[config.mk]
export PLATFORM = sky130hd
export DESIGN_NAME = pps_top
export DESIGN_NICKNAME = d
export VERILOG_FILES = /design/src/logic/pps_pkg.sv /design/src/logic/pps_fifo.sv /design/src/logic/pps_rx.sv /design/src/logic/pps_top.sv
export VERILOG_INCLUDE_DIRS = /design/src /design/src/logic
export SDC_FILE = /design/constraint.sdc
export NUM_CORES = 1
export LEC_CHECK = 0
export BUFFER_PORTS_ARGS = -buffer_cell sky130_fd_sc_hd__buf_4
export CORE_UTILIZATION = 34
export CTS_BUF_LIST = sky130_fd_sc_hd__clkbuf_4 sky130_fd_sc_hd__clkbuf_8 sky130_fd_sc_hd__clkbuf_16
export CTS_CLUSTER_DIAMETER = 200
export DETAILED_ROUTE_END_ITERATION = 8
export PLACE_DENSITY = 0.52
export SLEW_MARGIN = 20
export SYNTH_ARGS = -nofsm -noshare
export SYNTH_HDL_FRONTEND = slang
export SYNTH_HIERARCHICAL = 1
export SYNTH_SLANG_ARGS = --single-unit
[constraint.sdc]
create_clock -name clk_sys_i -period 6.65 [get_ports clk_sys_i]
set_input_delay 1.995 -clock clk_sys_i [delete_from_list [all_inputs] [get_ports clk_sys_i]]
set_output_delay 1.995 -clock clk_sys_i [all_outputs]
set_load 0.1 [all_outputs]
[src/logic/pps_params.svh]
/*
 * Constants of the peripheral serial port setup block: register offsets,
 * field positions, codes and timing figures.
 * Assumes inclusion by bare name from the package, the checker and the testbench.
 */
`ifndef PPS_PARAMS_SVH
`define PPS_PARAMS_SVH

// Register word addresses.
`define PPS_ADDR_PORT_MODE   16'h19fa
`define PPS_ADDR_LINE_PARAM  16'h19fb
`define PPS_ADDR_TX_DELAY    16'h19fc
`define PPS_ADDR_MSG_CTRL    16'h19fd
`define PPS_ADDR_DELIMITERS  16'h19fe
`define PPS_ADDR_STATUS      16'h19ff
`define PPS_REG_RESET        16'h0000

// Field codes.
`define PPS_PORT_STANDARD    8'h00
`define PPS_PORT_CUSTOM      8'h01
`define PPS_PROTO_LINK       4'h0
`define PPS_PROTO_RS232      4'h1
`define PPS_START_ON         4'h1
`define PPS_END_COUNT        4'h0
`define PPS_END_CODE         4'h1
`define PPS_END_CRLF         4'h2
`define PPS_BAUD_1200        8'h00
`define PPS_BAUD_2400        8'h01
`define PPS_BAUD_4800        8'h02
`define PPS_BAUD_9600        8'h03
`define PPS_BAUD_19200       8'h04
`define PPS_FMT_GROUP        4'd6
`define PPS_FMT_HALF         4'd3
`define PPS_FMT_MAX          4'd11
`define PPS_CHAR_CR          8'h0d
`define PPS_CHAR_LF          8'h0a
`define PPS_CHAR_LINK_HEAD   8'h40
`define PPS_STAT_PERR        0
`define PPS_STAT_FERR        1
`define PPS_STAT_OVR         2
`define PPS_STAT_BUSY        3

// Timing.
`define PPS_CLK_HZ           40000000
`define PPS_OVERSAMPLE       16
`define PPS_DIV(baud)        (`PPS_CLK_HZ / (`PPS_OVERSAMPLE * (baud)))
`define PPS_MS_HZ            1000
`define PPS_MS_CYCLES        (`PPS_CLK_HZ / `PPS_MS_HZ)
`define PPS_SAMPLE_MID       4'd7
`define PPS_SAMPLE_END       4'd15
`define PPS_FIFO_DEPTH       16
`define PPS_FIFO_WIDTH       9

`endif

[src/logic/pps_pkg.sv]
/*
 * Types shared by the peripheral serial port setup modules.
 * Assumes the constants header is on the include path.
 */
package pps_pkg;
`include "pps_params.svh"

   // Character format chosen for the receiver.
   typedef struct packed {
      logic       data8;
      logic       stop2;
      logic [1:0] parity;
   } pps_fmt_s;

   typedef enum logic [1:0] {
      PPS_PAR_EVEN = 2'b00,
      PPS_PAR_ODD  = 2'b01,
      PPS_PAR_NONE = 2'b10
   } pps_par_e;

   // One word of the receive buffer.
   typedef struct packed {
      logic       last;
      logic [7:0] data;
   } pps_word_s;
endpackage

[src/logic/pps_fifo.sv]
/*
 * Synchronous FIFO with valid and ready on both sides and a registered
 * read port.
 * Assumes one clock and a synchronous active-low reset.
 */
`timescale 1ns/1ps
module pps_fifo import pps_pkg::*; #(
   parameter int WIDTH = `PPS_FIFO_WIDTH,
   parameter int DEPTH = `PPS_FIFO_DEPTH
) (
   input  wire logic             clk_sys_i,
   input  wire logic             rst_n_i,
   input  wire logic [WIDTH-1:0] in_data_i,
   input  wire logic             in_valid_i,
   output logic                  in_ready_o,
   output logic      [WIDTH-1:0] out_data_o,
   output logic                  out_valid_o,
   input  wire logic             out_ready_i
);
   localparam int AW = $clog2(DEPTH);

   logic [WIDTH-1:0] mem [DEPTH];
   logic [AW-1:0]    wr_ptr;
   logic [AW-1:0]    rd_ptr;
   logic [AW:0]      count;

   ////////////////////////////////////////////////////////////////////////
   // Handshake terms; the output register counts as a separate stage.
   wire push = in_valid_i && in_ready_o;
   wire pop  = (count != '0) && (!out_valid_o || out_ready_i);

   // Full is honest: ready drops once every array slot is taken.
   always_ff @(posedge clk_sys_i) begin
      if (!rst_n_i) begin
         wr_ptr      <= '0;
         rd_ptr      <= '0;
         count       <= '0;
         in_ready_o  <= 1'b1;
         out_valid_o <= 1'b0;
         out_data_o  <= '0;
      end else begin
         if (push) begin
            mem[wr_ptr] <= in_data_i;
            wr_ptr      <= wr_ptr + 1'b1;
         end
         if (pop) begin
            out_data_o <= mem[rd_ptr];
            rd_ptr     <= rd_ptr + 1'b1;
         end
         if (pop || out_ready_i) begin
            out_valid_o <= pop;
         end
         count      <= count + (AW+1)'(push) - (AW+1)'(pop);
         in_ready_o <= (count + (AW+1)'(push) - (AW+1)'(pop)) < (AW+1)'(DEPTH);
      end
   end
endmodule

[src/logic/pps_rx.sv]
/*
 * Asynchronous character receiver on a sixteen-times oversample enable.
 * Assumes the line input is already synchronous to the clock.
 */
`timescale 1ns/1ps
module pps_rx import pps_pkg::*; (
   input  wire logic       clk_sys_i,
   input  wire logic       rst_n_i,
   input  wire logic       tick_i,
   input  wire logic       rxd_i,
   input  pps_fmt_s        fmt_i,
   output logic [7:0]      char_o,
   output logic            valid_o,
   output logic            perr_o,
   output logic            ferr_o
);
   typedef enum logic [2:0] {
      RX_IDLE  = 3'b000,
      RX_START = 3'b001,
      RX_DATA  = 3'b010,
      RX_PAR   = 3'b011,
      RX_STOP  = 3'b100
   } pps_rx_e;

   pps_rx_e    state;
   logic [3:0] os_cnt;
   logic [2:0] bit_cnt;
   logic [7:0] shift;
   logic       par_acc;
   logic       stop_two;

   ////////////////////////////////////////////////////////////////////////
   // Decode of sample points and the last data bit.
   wire mid       = os_cnt == `PPS_SAMPLE_MID;
   wire fin       = os_cnt == `PPS_SAMPLE_END;
   wire last_bit  = bit_cnt == (fmt_i.data8 ? 3'd7 : 3'd6);
   wire par_bad   = (par_acc ^ rxd_i) != (fmt_i.parity == PPS_PAR_ODD);
   wire [7:0] out = fmt_i.data8 ? shift : {1'b0, shift[7:1]};

   // Start bit is rechecked at mid-bit so a glitch does not open a frame.
   always_ff @(posedge clk_sys_i) begin
      if (!rst_n_i) begin
         state <= RX_IDLE;
         os_cnt <= '0;
         bit_cnt <= '0;
         shift <= '0;
         par_acc <= 1'b0;
         stop_two <= 1'b0;
         char_o <= '0;
         valid_o <= 1'b0;
         perr_o <= 1'b0;
         ferr_o <= 1'b0;
      end else begin
         valid_o <= 1'b0;
         perr_o  <= 1'b0;
         ferr_o  <= 1'b0;
         if (tick_i) begin
            os_cnt <= os_cnt + 1'b1;
            case (state)
               RX_IDLE: begin
                  os_cnt <= '0;
                  if (!rxd_i) begin
                     state <= RX_START;
                  end
               end
               RX_START: begin
                  if (mid) begin
                     os_cnt  <= '0;
                     bit_cnt <= '0;
                     par_acc <= 1'b0;
                     state   <= rxd_i ? RX_IDLE : RX_DATA;
                  end
               end
               RX_DATA: begin
                  if (fin) begin
                     shift   <= {rxd_i, shift[7:1]};
                     par_acc <= par_acc ^ rxd_i;
                     bit_cnt <= bit_cnt + 1'b1;
                     if (last_bit) begin
                        stop_two <= fmt_i.stop2;
                        state <= (fmt_i.parity == PPS_PAR_NONE) ? RX_STOP : RX_PAR;
                     end
                  end
               end
               RX_PAR: begin
                  if (fin) begin
                     perr_o <= par_bad;
                     state  <= RX_STOP;
                  end
               end
               RX_STOP: begin
                  if (fin) begin
                     stop_two <= 1'b0;
                     ferr_o   <= !rxd_i;
                     if (!stop_two || !rxd_i) begin
                        char_o  <= out;
                        valid_o <= rxd_i;
                        state   <= RX_IDLE;
                     end
                  end
               end
               default: state <= RX_IDLE;
            endcase
         end
      end
   end
endmodule

[src/logic/pps_top.sv]
/*
 * Peripheral serial port setup and receive framing: five setup words, a
 * status word, the receiver, message delimiting and the reply delay.
 * Assumes a register master with one-cycle strobes and synchronous pins.
 */
// The address-and-strobe port was decided locally.
// What this block does
// - Port word low byte 00 selects 7 data, even parity, 2 stop, 9600 baud.
// - Port word low byte 01 takes baud and format from the line word.
// - Port word bits 12-15: 0 command-link protocol, 1 plain RS-232C.
// - Line word low byte 00-04 selects 1200, 2400, 4800, 9600, 19200 baud.
// - Line word high byte 00-11 picks data bits, stop bits and parity.
// - Command-link replies wait the delay word in ms, 0000 to 9999.
// - Command-link answers only its BCD node number 00-31 from message word.
// - RS-232C message word bits 8-11 equal to 1 demand a start code.
// - RS-232C end by byte count, by end code, or by CR LF pair.
// - Delimiter word low byte holds the start code, any value.
// - Byte-count end: delimiter high byte 01-FF counts, 00 means 256.
`timescale 1ns/1ps
module pps_top import pps_pkg::*; #(
   parameter int MS_CYCLES = `PPS_MS_CYCLES
) (
   input  wire logic        clk_sys_i,
   input  wire logic        rst_n_i,
   input  wire logic [15:0] reg_addr_i,
   input  wire logic [15:0] reg_wdata_i,
   input  wire logic        reg_write_i,
   input  wire logic        reg_read_i,
   output logic      [15:0] reg_rdata_o,
   input  wire logic        rxd_i,
   output logic      [7:0]  rx_data_o,
   output logic             rx_last_o,
   output logic             rx_valid_o,
   input  wire logic        rx_ready_i,
   output logic             reply_go_o
);
   typedef enum logic [2:0] {
      MS_IDLE  = 3'b000,
      MS_NODE1 = 3'b001,
      MS_NODE2 = 3'b010,
      MS_BODY  = 3'b011,
      MS_DELAY = 3'b100
   } pps_msg_e;

   logic [15:0] port_mode_select;
   logic [15:0] line_parameters;
   logic [15:0] transmit_delay_ms;
   logic [15:0] message_control;
   logic [15:0] message_delimiters;
   logic [2:0]  err_flags;

   ////////////////////////////////////////////////////////////////////////
   // Helper functions.

   // Two BCD digits to binary, used for the format code and the node digits.
   function automatic logic [6:0] bcd2(input logic [7:0] v);
      return 7'(v[7:4]) * 7'd10 + 7'(v[3:0]);
   endfunction

   // Four BCD digits to binary milliseconds.
   function automatic logic [13:0] bcd4(input logic [15:0] v);
      return 14'(bcd2(v[15:8])) * 14'd100 + 14'(bcd2(v[7:0]));
   endfunction

   ////////////////////////////////////////////////////////////////////////
   // Field decode of the setup words.
   wire [3:0] proto      = port_mode_select[15:12];
   wire       rs232      = proto == `PPS_PROTO_RS232;
   wire       custom     = port_mode_select[7:0] == `PPS_PORT_CUSTOM;
   wire [7:0] baud_code  = custom ? line_parameters[7:0] : `PPS_BAUD_9600;
   wire [6:0] fmt_code   = bcd2(line_parameters[15:8]);
   wire [3:0] fmt_low    = 4'(fmt_code);
   wire       fmt_hi     = fmt_low >= `PPS_FMT_GROUP;
   wire [3:0] fmt_in_grp = fmt_hi ? fmt_low - `PPS_FMT_GROUP : fmt_low;
   wire       fmt_ok     = fmt_code <= 7'(`PPS_FMT_MAX);
   wire [1:0] fmt_par    = (fmt_in_grp >= `PPS_FMT_HALF) ?
                           2'(fmt_in_grp - `PPS_FMT_HALF) : 2'(fmt_in_grp);
   pps_fmt_s  fmt_cust;
   pps_fmt_s  fmt_std;
   pps_fmt_s  fmt_sel;
   assign fmt_cust = '{data8:  fmt_ok && fmt_hi,
                       stop2:  fmt_ok && (fmt_in_grp >= `PPS_FMT_HALF),
                       parity: fmt_ok ? fmt_par : 2'(PPS_PAR_EVEN)};
   assign fmt_std  = '{data8: 1'b0, stop2: 1'b1, parity: 2'(PPS_PAR_EVEN)};
   assign fmt_sel  = custom ? fmt_cust : fmt_std;

   wire [7:0] node_bcd   = message_control[7:0];
   wire       start_on   = message_control[11:8] == `PPS_START_ON;
   wire [3:0] end_mode   = message_control[15:12];
   wire [7:0] start_code = message_delimiters[7:0];
   wire [7:0] end_byte   = message_delimiters[15:8];
   wire [8:0] end_count  = {end_byte == 8'h00, end_byte};

   ////////////////////////////////////////////////////////////////////////
   // Oversample divider; an unknown baud code falls back to 9600.
   wire [11:0] div_sel =
      (baud_code == `PPS_BAUD_1200)  ? 12'(`PPS_DIV(1200))  :
      (baud_code == `PPS_BAUD_2400)  ? 12'(`PPS_DIV(2400))  :
      (baud_code == `PPS_BAUD_4800)  ? 12'(`PPS_DIV(4800))  :
      (baud_code == `PPS_BAUD_19200) ? 12'(`PPS_DIV(19200)) :
                                       12'(`PPS_DIV(9600));
   logic [11:0] div_cnt;
   logic        os_tick;

   // The enable pulses once per oversample period of the selected rate.
   always_ff @(posedge clk_sys_i) begin
      if (!rst_n_i || div_cnt >= div_sel - 12'd1) begin
         div_cnt <= '0;
      end else begin
         div_cnt <= div_cnt + 12'd1;
      end
   end
   assign os_tick = div_cnt == '0;

   ////////////////////////////////////////////////////////////////////////
   // Receiver.
   logic [7:0] rx_char;
   logic       rx_char_valid;
   logic       rx_perr;
   logic       rx_ferr;

   pps_rx u_rx (
      .clk_sys_i (clk_sys_i),
      .rst_n_i   (rst_n_i),
      .tick_i    (os_tick),
      .rxd_i     (rxd_i),
      .fmt_i     (fmt_sel),
      .char_o    (rx_char),
      .valid_o   (rx_char_valid),
      .perr_o    (rx_perr),
      .ferr_o    (rx_ferr)
   );

   ////////////////////////////////////////////////////////////////////////
   // Pending character: the framer only advances while the buffer accepts,
   // so a full buffer stalls it; a second character meanwhile is overrun.
   logic       pend_valid;
   logic [7:0] pend_char;
   logic       fifo_in_ready;
   wire        step    = pend_valid && fifo_in_ready;
   wire        overrun = rx_char_valid && pend_valid && !step;

   always_ff @(posedge clk_sys_i) begin
      if (!rst_n_i) begin
         pend_valid <= 1'b0;
         pend_char  <= '0;
      end else if (rx_char_valid && (!pend_valid || step)) begin
         pend_valid <= 1'b1;
         pend_char  <= rx_char;
      end else if (step) begin
         pend_valid <= 1'b0;
      end
   end

   ////////////////////////////////////////////////////////////////////////
   // Message framing decode for the character being stepped.
   pps_msg_e    msg_state;
   logic [8:0]  byte_cnt;
   logic [7:0]  prev_char;
   logic [3:0]  node_hi;
   logic [13:0] delay_ms;
   logic [15:0] ms_cnt;

   wire [8:0] cnt_next = byte_cnt + 9'd1;
   wire end_hit = !rs232 ? pend_char == `PPS_CHAR_CR :
      (end_mode == `PPS_END_COUNT) ? cnt_next == end_count :
      (end_mode == `PPS_END_CODE)  ? pend_char == end_byte :
      (end_mode == `PPS_END_CRLF)  ? (prev_char == `PPS_CHAR_CR &&
                                      pend_char == `PPS_CHAR_LF) : 1'b0;
   wire node_match = bcd2({node_hi, pend_char[3:0]}) == bcd2(node_bcd);
   wire first_ok   = rs232 && !start_on;
   wire start_ok   = rs232 && start_on && pend_char == start_code;
   wire push_char  = step && (msg_state == MS_BODY ||
                     (msg_state == MS_IDLE && first_ok));
   wire delay_done = delay_ms == '0;
   wire ms_tick    = ms_cnt == 16'(MS_CYCLES - 1);

   pps_word_s fifo_in;
   pps_word_s fifo_out;
   assign fifo_in = '{last: end_hit, data: pend_char};

   // Framer; command-link messages end on CR and then start the reply delay.
   always_ff @(posedge clk_sys_i) begin
      if (!rst_n_i) begin
         msg_state  <= MS_IDLE;
         byte_cnt   <= '0;
         prev_char  <= '0;
         node_hi    <= '0;
         delay_ms   <= '0;
         ms_cnt     <= '0;
         reply_go_o <= 1'b0;
      end else begin
         reply_go_o <= 1'b0;
         if (step) begin
            prev_char <= pend_char;
         end
         case (msg_state)
            MS_IDLE: begin
               byte_cnt <= '0;
               if (step) begin
                  if (first_ok) begin
                     byte_cnt  <= 9'd1;
                     msg_state <= end_hit ? MS_IDLE : MS_BODY;
                  end else if (start_ok) begin
                     msg_state <= MS_BODY;
                  end else if (!rs232 && pend_char == `PPS_CHAR_LINK_HEAD) begin
                     msg_state <= MS_NODE1;
                  end
               end
            end
            MS_NODE1: begin
               if (step) begin
                  node_hi   <= pend_char[3:0];
                  msg_state <= MS_NODE2;
               end
            end
            MS_NODE2: begin
               if (step) begin
                  msg_state <= node_match ? MS_BODY : MS_IDLE;
               end
            end
            MS_BODY: begin
               if (step) begin
                  byte_cnt <= cnt_next;
                  if (end_hit) begin
                     delay_ms  <= bcd4(transmit_delay_ms);
                     ms_cnt    <= '0;
                     msg_state <= rs232 ? MS_IDLE : MS_DELAY;
                  end
               end
            end
            MS_DELAY: begin
               ms_cnt <= ms_tick ? 16'h0000 : ms_cnt + 16'h0001;
               if (delay_done) begin
                  reply_go_o <= 1'b1;
                  msg_state  <= MS_IDLE;
               end else if (ms_tick) begin
                  delay_ms <= delay_ms - 14'd1;
               end
            end
            default: msg_state <= MS_IDLE;
         endcase
      end
   end

   ////////////////////////////////////////////////////////////////////////
   // Receive buffer between the framer and the user side.
   pps_fifo #(
      .WIDTH (`PPS_FIFO_WIDTH),
      .DEPTH (`PPS_FIFO_DEPTH)
   ) u_fifo (
      .clk_sys_i   (clk_sys_i),
      .rst_n_i     (rst_n_i),
      .in_data_i   (fifo_in),
      .in_valid_i  (push_char),
      .in_ready_o  (fifo_in_ready),
      .out_data_o  (fifo_out),
      .out_valid_o (rx_valid_o),
      .out_ready_i (rx_ready_i)
   );
   assign rx_data_o = fifo_out.data;
   assign rx_last_o = fifo_out.last;

   ////////////////////////////////////////////////////////////////////////
   // Register bus decode.
   wire hit_port  = reg_addr_i == `PPS_ADDR_PORT_MODE;
   wire hit_line  = reg_addr_i == `PPS_ADDR_LINE_PARAM;
   wire hit_delay = reg_addr_i == `PPS_ADDR_TX_DELAY;
   wire hit_ctrl  = reg_addr_i == `PPS_ADDR_MSG_CTRL;
   wire hit_delim = reg_addr_i == `PPS_ADDR_DELIMITERS;
   wire hit_stat  = reg_addr_i == `PPS_ADDR_STATUS;
   wire [2:0] err_set = {overrun, rx_ferr, rx_perr};
   wire [2:0] err_clr = (reg_write_i && hit_stat) ? reg_wdata_i[2:0] : 3'b000;
   wire [15:0] status_word = {12'h000, msg_state != MS_IDLE, err_flags};
   wire [15:0] rd_mux =
      hit_port  ? port_mode_select   :
      hit_line  ? line_parameters    :
      hit_delay ? transmit_delay_ms  :
      hit_ctrl  ? message_control    :
      hit_delim ? message_delimiters :
      hit_stat  ? status_word        : 16'h0000;

   // Setup words change the framing at once, even mid-message.
   always_ff @(posedge clk_sys_i) begin
      if (!rst_n_i) begin
         port_mode_select   <= `PPS_REG_RESET;
         line_parameters    <= `PPS_REG_RESET;
         transmit_delay_ms  <= `PPS_REG_RESET;
         message_control    <= `PPS_REG_RESET;
         message_delimiters <= `PPS_REG_RESET;
      end else if (reg_write_i) begin
         if (hit_port)  port_mode_select   <= reg_wdata_i;
         if (hit_line)  line_parameters    <= reg_wdata_i;
         if (hit_delay) transmit_delay_ms  <= reg_wdata_i;
         if (hit_ctrl)  message_control    <= reg_wdata_i;
         if (hit_delim) message_delimiters <= reg_wdata_i;
      end
   end

   // Error flags: write one to clear; a new event in the same cycle wins.
   always_ff @(posedge clk_sys_i) begin
      if (!rst_n_i) begin
         err_flags   <= '0;
         reg_rdata_o <= '0;
      end else begin
         err_flags   <= (err_flags & ~err_clr) | err_set;
         reg_rdata_o <= reg_read_i ? rd_mux : 16'h0000;
      end
   end
endmodule

Word-level counts from Yosys, hierarchy flattened
Memory sizes are Yosys's and may differ from the RTL's. A register that Yosys moved wholly into a read port is not among the register bits.
Cells that the tools add are included.
Widths: inputs -> output; s select.
{ "classes": {"n_lt_le_gt_ge": 5, "bitwise": 4, "add_sub_neg": 19, "eq_ne": 53, "n_mux": 76, "reduce_logical": 65, "multipliers": 6} }
{ "op_table": {"columns": ["cell", "count"], "rows": [
  ["$mux 16", 8],
  ["$eq 16x13->1 const B", 6],
  ["$mux 3", 21],
  ["$mux 14", 4],
  ["$add 7x4->7", 5],
  ["$pmux 16 s2", 1],
  ["$mul 4x3->6 const B", 5],
  ["$pmux 3 s5", 2],
  ["$pmux 14 s2", 1],
  ["$eq 8x4->1 const B", 3],
  ["$mux 1", 18],
  ["$mux 9", 2],
  ["$ne 2x2->1 const B", 9],
  ["$pmux 9 s2", 1],
  ["$reduce_and 2->1", 9],
  ["$add 16x1->16 const B", 1],
  ["$eq 16x16->1 const B", 1],
  ["$eq 8x1->1 const B", 2],
  ["$eq 8x8->1", 2],
  ["$logic_and 1x1->1", 16],
  ["$logic_not 8->1", 2],
  ["$mux 4", 4],
  ["$mux 8", 2],
  ["$reduce_and 4->1", 4],
  ["59 further kinds", 99]
]} }
{ "totals": {"wordCells": 261, "inputBits": 38, "out_inout_bits": 27, "ram_bits": 144, "reg_bits": 221, "memories": 1} }
{ "mem_list": {"columns": ["memory", "words", "width", "read_ports", "rd_ports_with_merged_regs", "write_ports", "line", "text"], "rows": [
  ["u_fifo.mem", 16, 9, 1, 1, 1, "pps_fifo.sv:22", "logic [WIDTH-1:0] mem [DEPTH];"]
]} }

Longest topological paths before layout
{ "depth": {"word_depth": 13, "depth_mapped": 18, "depth_no_buf": 18} }

Cells and area by module
Netlist, hierarchy kept.
{ "modules_own_cells": {"columns": ["mod", "seq_area_each_um2", "n_inst", "area_each_um2", "cells_per_inst"], "rows": [
  ["pps_top", 3503.4, 1, 10890.4, 1390],
  ["pps_fifo", 4804.6, 1, 6625.1, 350],
  ["pps_rx", 620.6, 1, 1532.7, 171]
]} }

Worst setup path before layout
No wires, ideal clock.
{ "synth_timing": {"path_kind": "flip-flop to flip-flop", "from": "register transmit_delay_ms[13]", "to": "register delay_ms[13]", "path_stages_with_launch": 19, "slack_ns": 2.083, "setup_time_ns": 0.087, "path_buffers": 0, "required_ns": 6.563, "arrival_time_ns": 4.480, "period_less_slack_ns": 4.567, "cell_sequence": "dfxtp_1 -> ha_1 -> ha_1 -> inv_1 -> fa_1 -> nor3b_1 -> xor2_1 -> inv_1 -> fa_1 -> inv_1 -> ha_1 -> nor2b_1 -> o31a_1 -> or4b_2 -> o311a_1 -> nor3_1 -> xnor2_1 -> nor2_1 -> o31ai_1"} }
{ "synth_between": {"elab_chain_cells": 7} }
{ "synth_rtl": {"columns": ["item", "line", "text"], "rows": [
  ["start: declaration", "pps_top.sv:47", "logic [15:0] transmit_delay_ms;"],
  ["start signal: assignment", "pps_top.sv:288", "transmit_delay_ms <= `PPS_REG_RESET;"],
  ["start signal: assignment", "pps_top.sv:294", "if (hit_delay) transmit_delay_ms <= reg_wdata_i;"],
  ["$mul 4x3->6", "pps_top.sv:57", "return 7'(v[7:4]) * 7'd10 + 7'(v[3:0]);"],
  ["$add 7x4->7", "pps_top.sv:57", null],
  ["$mul 7x5->12", "pps_top.sv:62", "return 14'(bcd2(v[15:8])) * 14'd100 + 14'(bcd2(v[7:0]));"],
  ["$add 14x7->14", "pps_top.sv:62", null],
  ["$mux 14", "pps_top.sv:225", "if (end_hit) begin"],
  ["$mux 14", "pps_top.sv:223", "if (step) begin"],
  ["$pmux 14 s2", "pps_top.sv:197", "case (msg_state)"],
  ["end signal: assignment", "pps_top.sv:226", "delay_ms <= bcd4(transmit_delay_ms);"],
  ["end signal: assignment", "pps_top.sv:238", "delay_ms <= delay_ms - 14'd1;"],
  ["end: declaration", "pps_top.sv:161", "logic [13:0] delay_ms;"]
]} }
No other way between the ends. The select of a mux whose other input is x is not followed.
A chain may end at the register's enable or synchronous reset.

Final worst setup path
{ "layout_timing": {"from": "register transmit_delay_ms[15]", "to": "register delay_ms[13]"} }
The elaborated chain is that of the path after synthesis.

==> flow_summary.json <==
{
  "rows": 86,
  "grt-ovfl-total": 0,
  "avgSynthCellArea_um2": 9.968,
  "die_y_um": 238.7,
  "rsz0062_at_grt": "no",
  "power_frac_seq_pct": 41.8,
  "share_comb_of_total_power_pct": 16.8,
  "grt_pass1_vias": 14160,
  "nets": 2077,
  "initial_core_util_pct": 34.51,
  "final-setup-viol-count": 0,
  "synthArstFlopShare_pct": 0,
  "antenna_found_initial": 0,
  "worstSetupPathType": "reg2reg",
  "post_cts_buffers": 0,
  "syn_inst": 1911,
  "start_kind": "register",
  "p_sw_mw": 1.646,
  "numPortBuffers": 64,
  "cp-end-kind": "register",
  "slew_violations": 0,
  "gp_congestion": 0.8468,
  "grt_pass1_wl_um": 78920,
  "min_path_type": "reg2reg",
  "final.period_utilization_pct": 73.66,
  "crit_fanout": 4,
  "wl_per_cell_um": 18.33,
  "cellLeakagePower_nw": 7.745,
  "drtIter0Drc": 983,
  "slew_headroom_pct": 27.66,
  "ios": 65,
  "max-cap-violations": 0,
  "syn-cell-area_um2": 19050,
  "drt-total-wl_um": 49720,
  "finalPower_mw": 5.959,
  "finalHoldViolations": 0,
  "clkPwrFrac_pct": 41.4,
  "ant_nets": 0,
  "path_clk_slew_ns": 0.06,
  "ys.flop_type": "dfxtp_1",
  "hpwl_um": 34010,
  "dieWidth_um": 238.7,
  "power_density_nw_per_um2": 275.4,
  "worstMarginPinSlew_ns": 1.084,
  "synth_edf_count": 144,
  "via_per_inst": 5.301,
  "cp.arrival_ns": 5.37,
  "status": "finished, final reports clean",
  "core-area_um2": 55200,
  "yosysSeqAreaShare_pct": 46.87,
  "drive_gt1_share_pct": 11.97,
  "first_pass_iters": 5,
  "synth_cell_types": 100,
  "drc": 0,
  "worstPathRequired_ns": 7.12,
  "ctsRootBufferMaster": "clkbuf_16",
  "grt_usage_pct": 17.56,
  "area_growth_pct": 13.60,
  "clock_latency_ns": 0.57,
  "synth_seq_cells": 374,
  "clock_skew_ns": 0.02210,
  "irDropWorstVdd_v": 0.0001976,
  "htree_num_levels": 2,
  "clock-sinks": 374,
  "die-area_um2": 56980,
  "cts_tree": "done",
  "cts_resized": 0,
  "switching_share_pct": 27.63,
  "clk_path_buf_depth": 3,
  "p_int_mw": 4.313,
  "period_minus_slack_ns": 4.899,
  "vias": 14380,
  "clock.fmax_ghz": 0.2041,
  "n_antenna_cell": 0,
  "cts_hold_buf": 0,
  "cts_buffers": 43,
  "synth_warnings": 6,
  "setup-tns-final_ns": 0,
  "grt_start_max_net_pins": 87,
  "synth_fp_nets": 2055
}
[flip-flops by register name (all words and copies together) (netlist names), 5 cells and up]
signal and flops:
line_parameters 16, port_mode_select 16, prev_char 8, u_rx/shift 8
u_fifo/count 5, message_delimiters 16, reg_rdata_o 16, byte_cnt 9
ms_cnt 16, div_cnt 12, transmit_delay_ms 16, delay_ms 14
message_control 16, pend_char 8, u_rx/char_o 8, u_fifo/out_data_o 9
u_fifo/mem 144
[power by group through the flow]
| stage | clock, mW | sequential (mW) | combinational, mW |
|---|---|---|---|
| 2_1_floorplan | 0 | 2.72 | 0.599 |
| 3_3_place_gp | 0 | 2.54 | 1.00 |
| 3_5_place_dp | 0 | 2.54 | 1.01 |
| 4_1_cts | 2.53 | 2.49 | 1.01 |
| 5_1_grt | 2.61 | 2.50 | 1.08 |
| 6_report | 2.47 | 2.49 | 1.00 |
[cell usage after synthesis (12+ instances only)]
cell / number / share of area (%)
a211oi_1: 14 / 0.55
a21o_1: 18 / 0.71
a21oi_1: 209 / 5.5
and2_1: 18 / 0.59
and3_1: 15 / 0.49
buf_2: 17 / 0.45
clkbuf_1: 76 / 1.5
dfxtp_1: 230 / 24
edfxtp_1: 144 / 23
fa_1: 14 / 1.5
ha_1: 92 / 6.0
inv_1: 56 / 1.1
mux2i_1: 43 / 2.3
mux4_2: 35 / 4.1
nand2_1: 291 / 5.7
nand2b_1: 12 / 0.39
nand3_1: 40 / 1.1
nand3b_1: 14 / 0.55
nand4_1: 18 / 0.59
nor2_1: 130 / 2.6
nor2b_1: 26 / 0.85
nor3_1: 33 / 0.87
nor4_1: 14 / 0.46
o21ai_0: 62 / 1.6
or3_1: 14 / 0.46
xnor2_1: 58 / 2.7
xor2_1: 34 / 1.6
[area by class of cell]
cell class | instances | area (µm²)
timing repair buffer | 82 | 615.6
inverter | 57 | 216.5
multi-input combinational | 1375 | 9457
sequential | 374 | 8930
tap | 748 | 935.9
fill | 5396 | 33560
clock buffer | 52 | 1186
clock inverter | 24 | 299.0
[worst max-delay path, cell delays in order (launching register included)]
cell and delay, ns:
dfxtp_1 0.41, ha_1 0.27, ha_1 0.19, inv_1 0.07, fa_1 0.43, nor3b_1 0.25
xor2_1 0.28, inv_1 0.10, fa_1 0.54, inv_1 0.04, ha_1 0.34, nor2b_1 0.17
o31a_1 0.27, or4b_2 0.61, o311a_1 0.19, nor3_1 0.23, xnor2_1 0.15, nor2_1 0.05
o31ai_1 0.23
[placed cells by master, fill, tap and decap left out, drive strengths merged, types with 15 or more instances in the layout]
| cell | count |
|---|---|
| nor2 | 133 |
| clkbuf | 52 |
| a21o | 18 |
| and3 | 15 |
| nor2b | 27 |
| dfxtp | 230 |
| xor2 | 34 |
| nand2 | 292 |
| mux4 | 36 |
| nor3 | 34 |
| a211oi | 18 |
| edfxtp | 144 |
| inv | 59 |
| ha | 92 |
| and2 | 19 |
| nand3 | 41 |
| nor4 | 15 |
| xnor2 | 58 |
| a21oi | 209 |
| nand4 | 18 |
| o21ai | 65 |
| mux2i | 43 |
| buf | 82 |
[path summary, 6_finish.rpt]
path	start	end	slack (ns)	cells after the start
setup reg to reg	transmit_delay_ms[15]$_SDFFE_PN0P_	delay_ms[13]$_SDFFE_PN0P_	1.75	18
hold / removal	u_rx/perr_o$_SDFF_PN0_	err_flags[0]$_SDFF_PN0_	0.44	2
setup / recovery	transmit_delay_ms[15]$_SDFFE_PN0P_	delay_ms[13]$_SDFFE_PN0P_	1.75	18
hold reg to reg	u_rx/perr_o$_SDFF_PN0_	err_flags[0]$_SDFF_PN0_	0.44	2
[cell families (layout without fill, tap and decap cells)]
group,count (synthesis),count (layout),synth area share [%]
buffers and inverters,162,215,3.626
other,1,1,0.01969
muxes,82,82,6.713
AOI/OAI and AO/OA,412,412,13.68
and+or+nand+nor,680,680,17.16
xor gates and xnor gates,93,93,4.355
DFF,374,374,46.87
adders and majority gates,107,107,7.567
[stage by stage]
stage,area (µm²),utilization [%],instances,setup slack (ns),hold slack (ns)
5_1_grt,21640,39.20,2712,1.436,0.4716
3_5_place_dp,20140,36.49,2636,1.736,0.4373
2_1_floorplan,19050,-,1911,2.083,0.4130
6_report,21640,39.20,2712,1.751,0.4412
4_1_cts,21630,39.18,2712,1.719,0.4504
3_3_place_gp,20140,36.49,2636,1.846,0.4316
[routing by layer]
metal | share of wire, % | up-vias | global-route usage (%)
li1 | - | 6914 | -
met1 | 46 | 7046 | 23.53
met2 | 47 | 339 | 29.14
met3 | 4.1 | 78 | 2.125
met4 | 2.8 | 0 | 6.138
met5 | 0 | - | 0
Power figures use the tool's default switching activity.
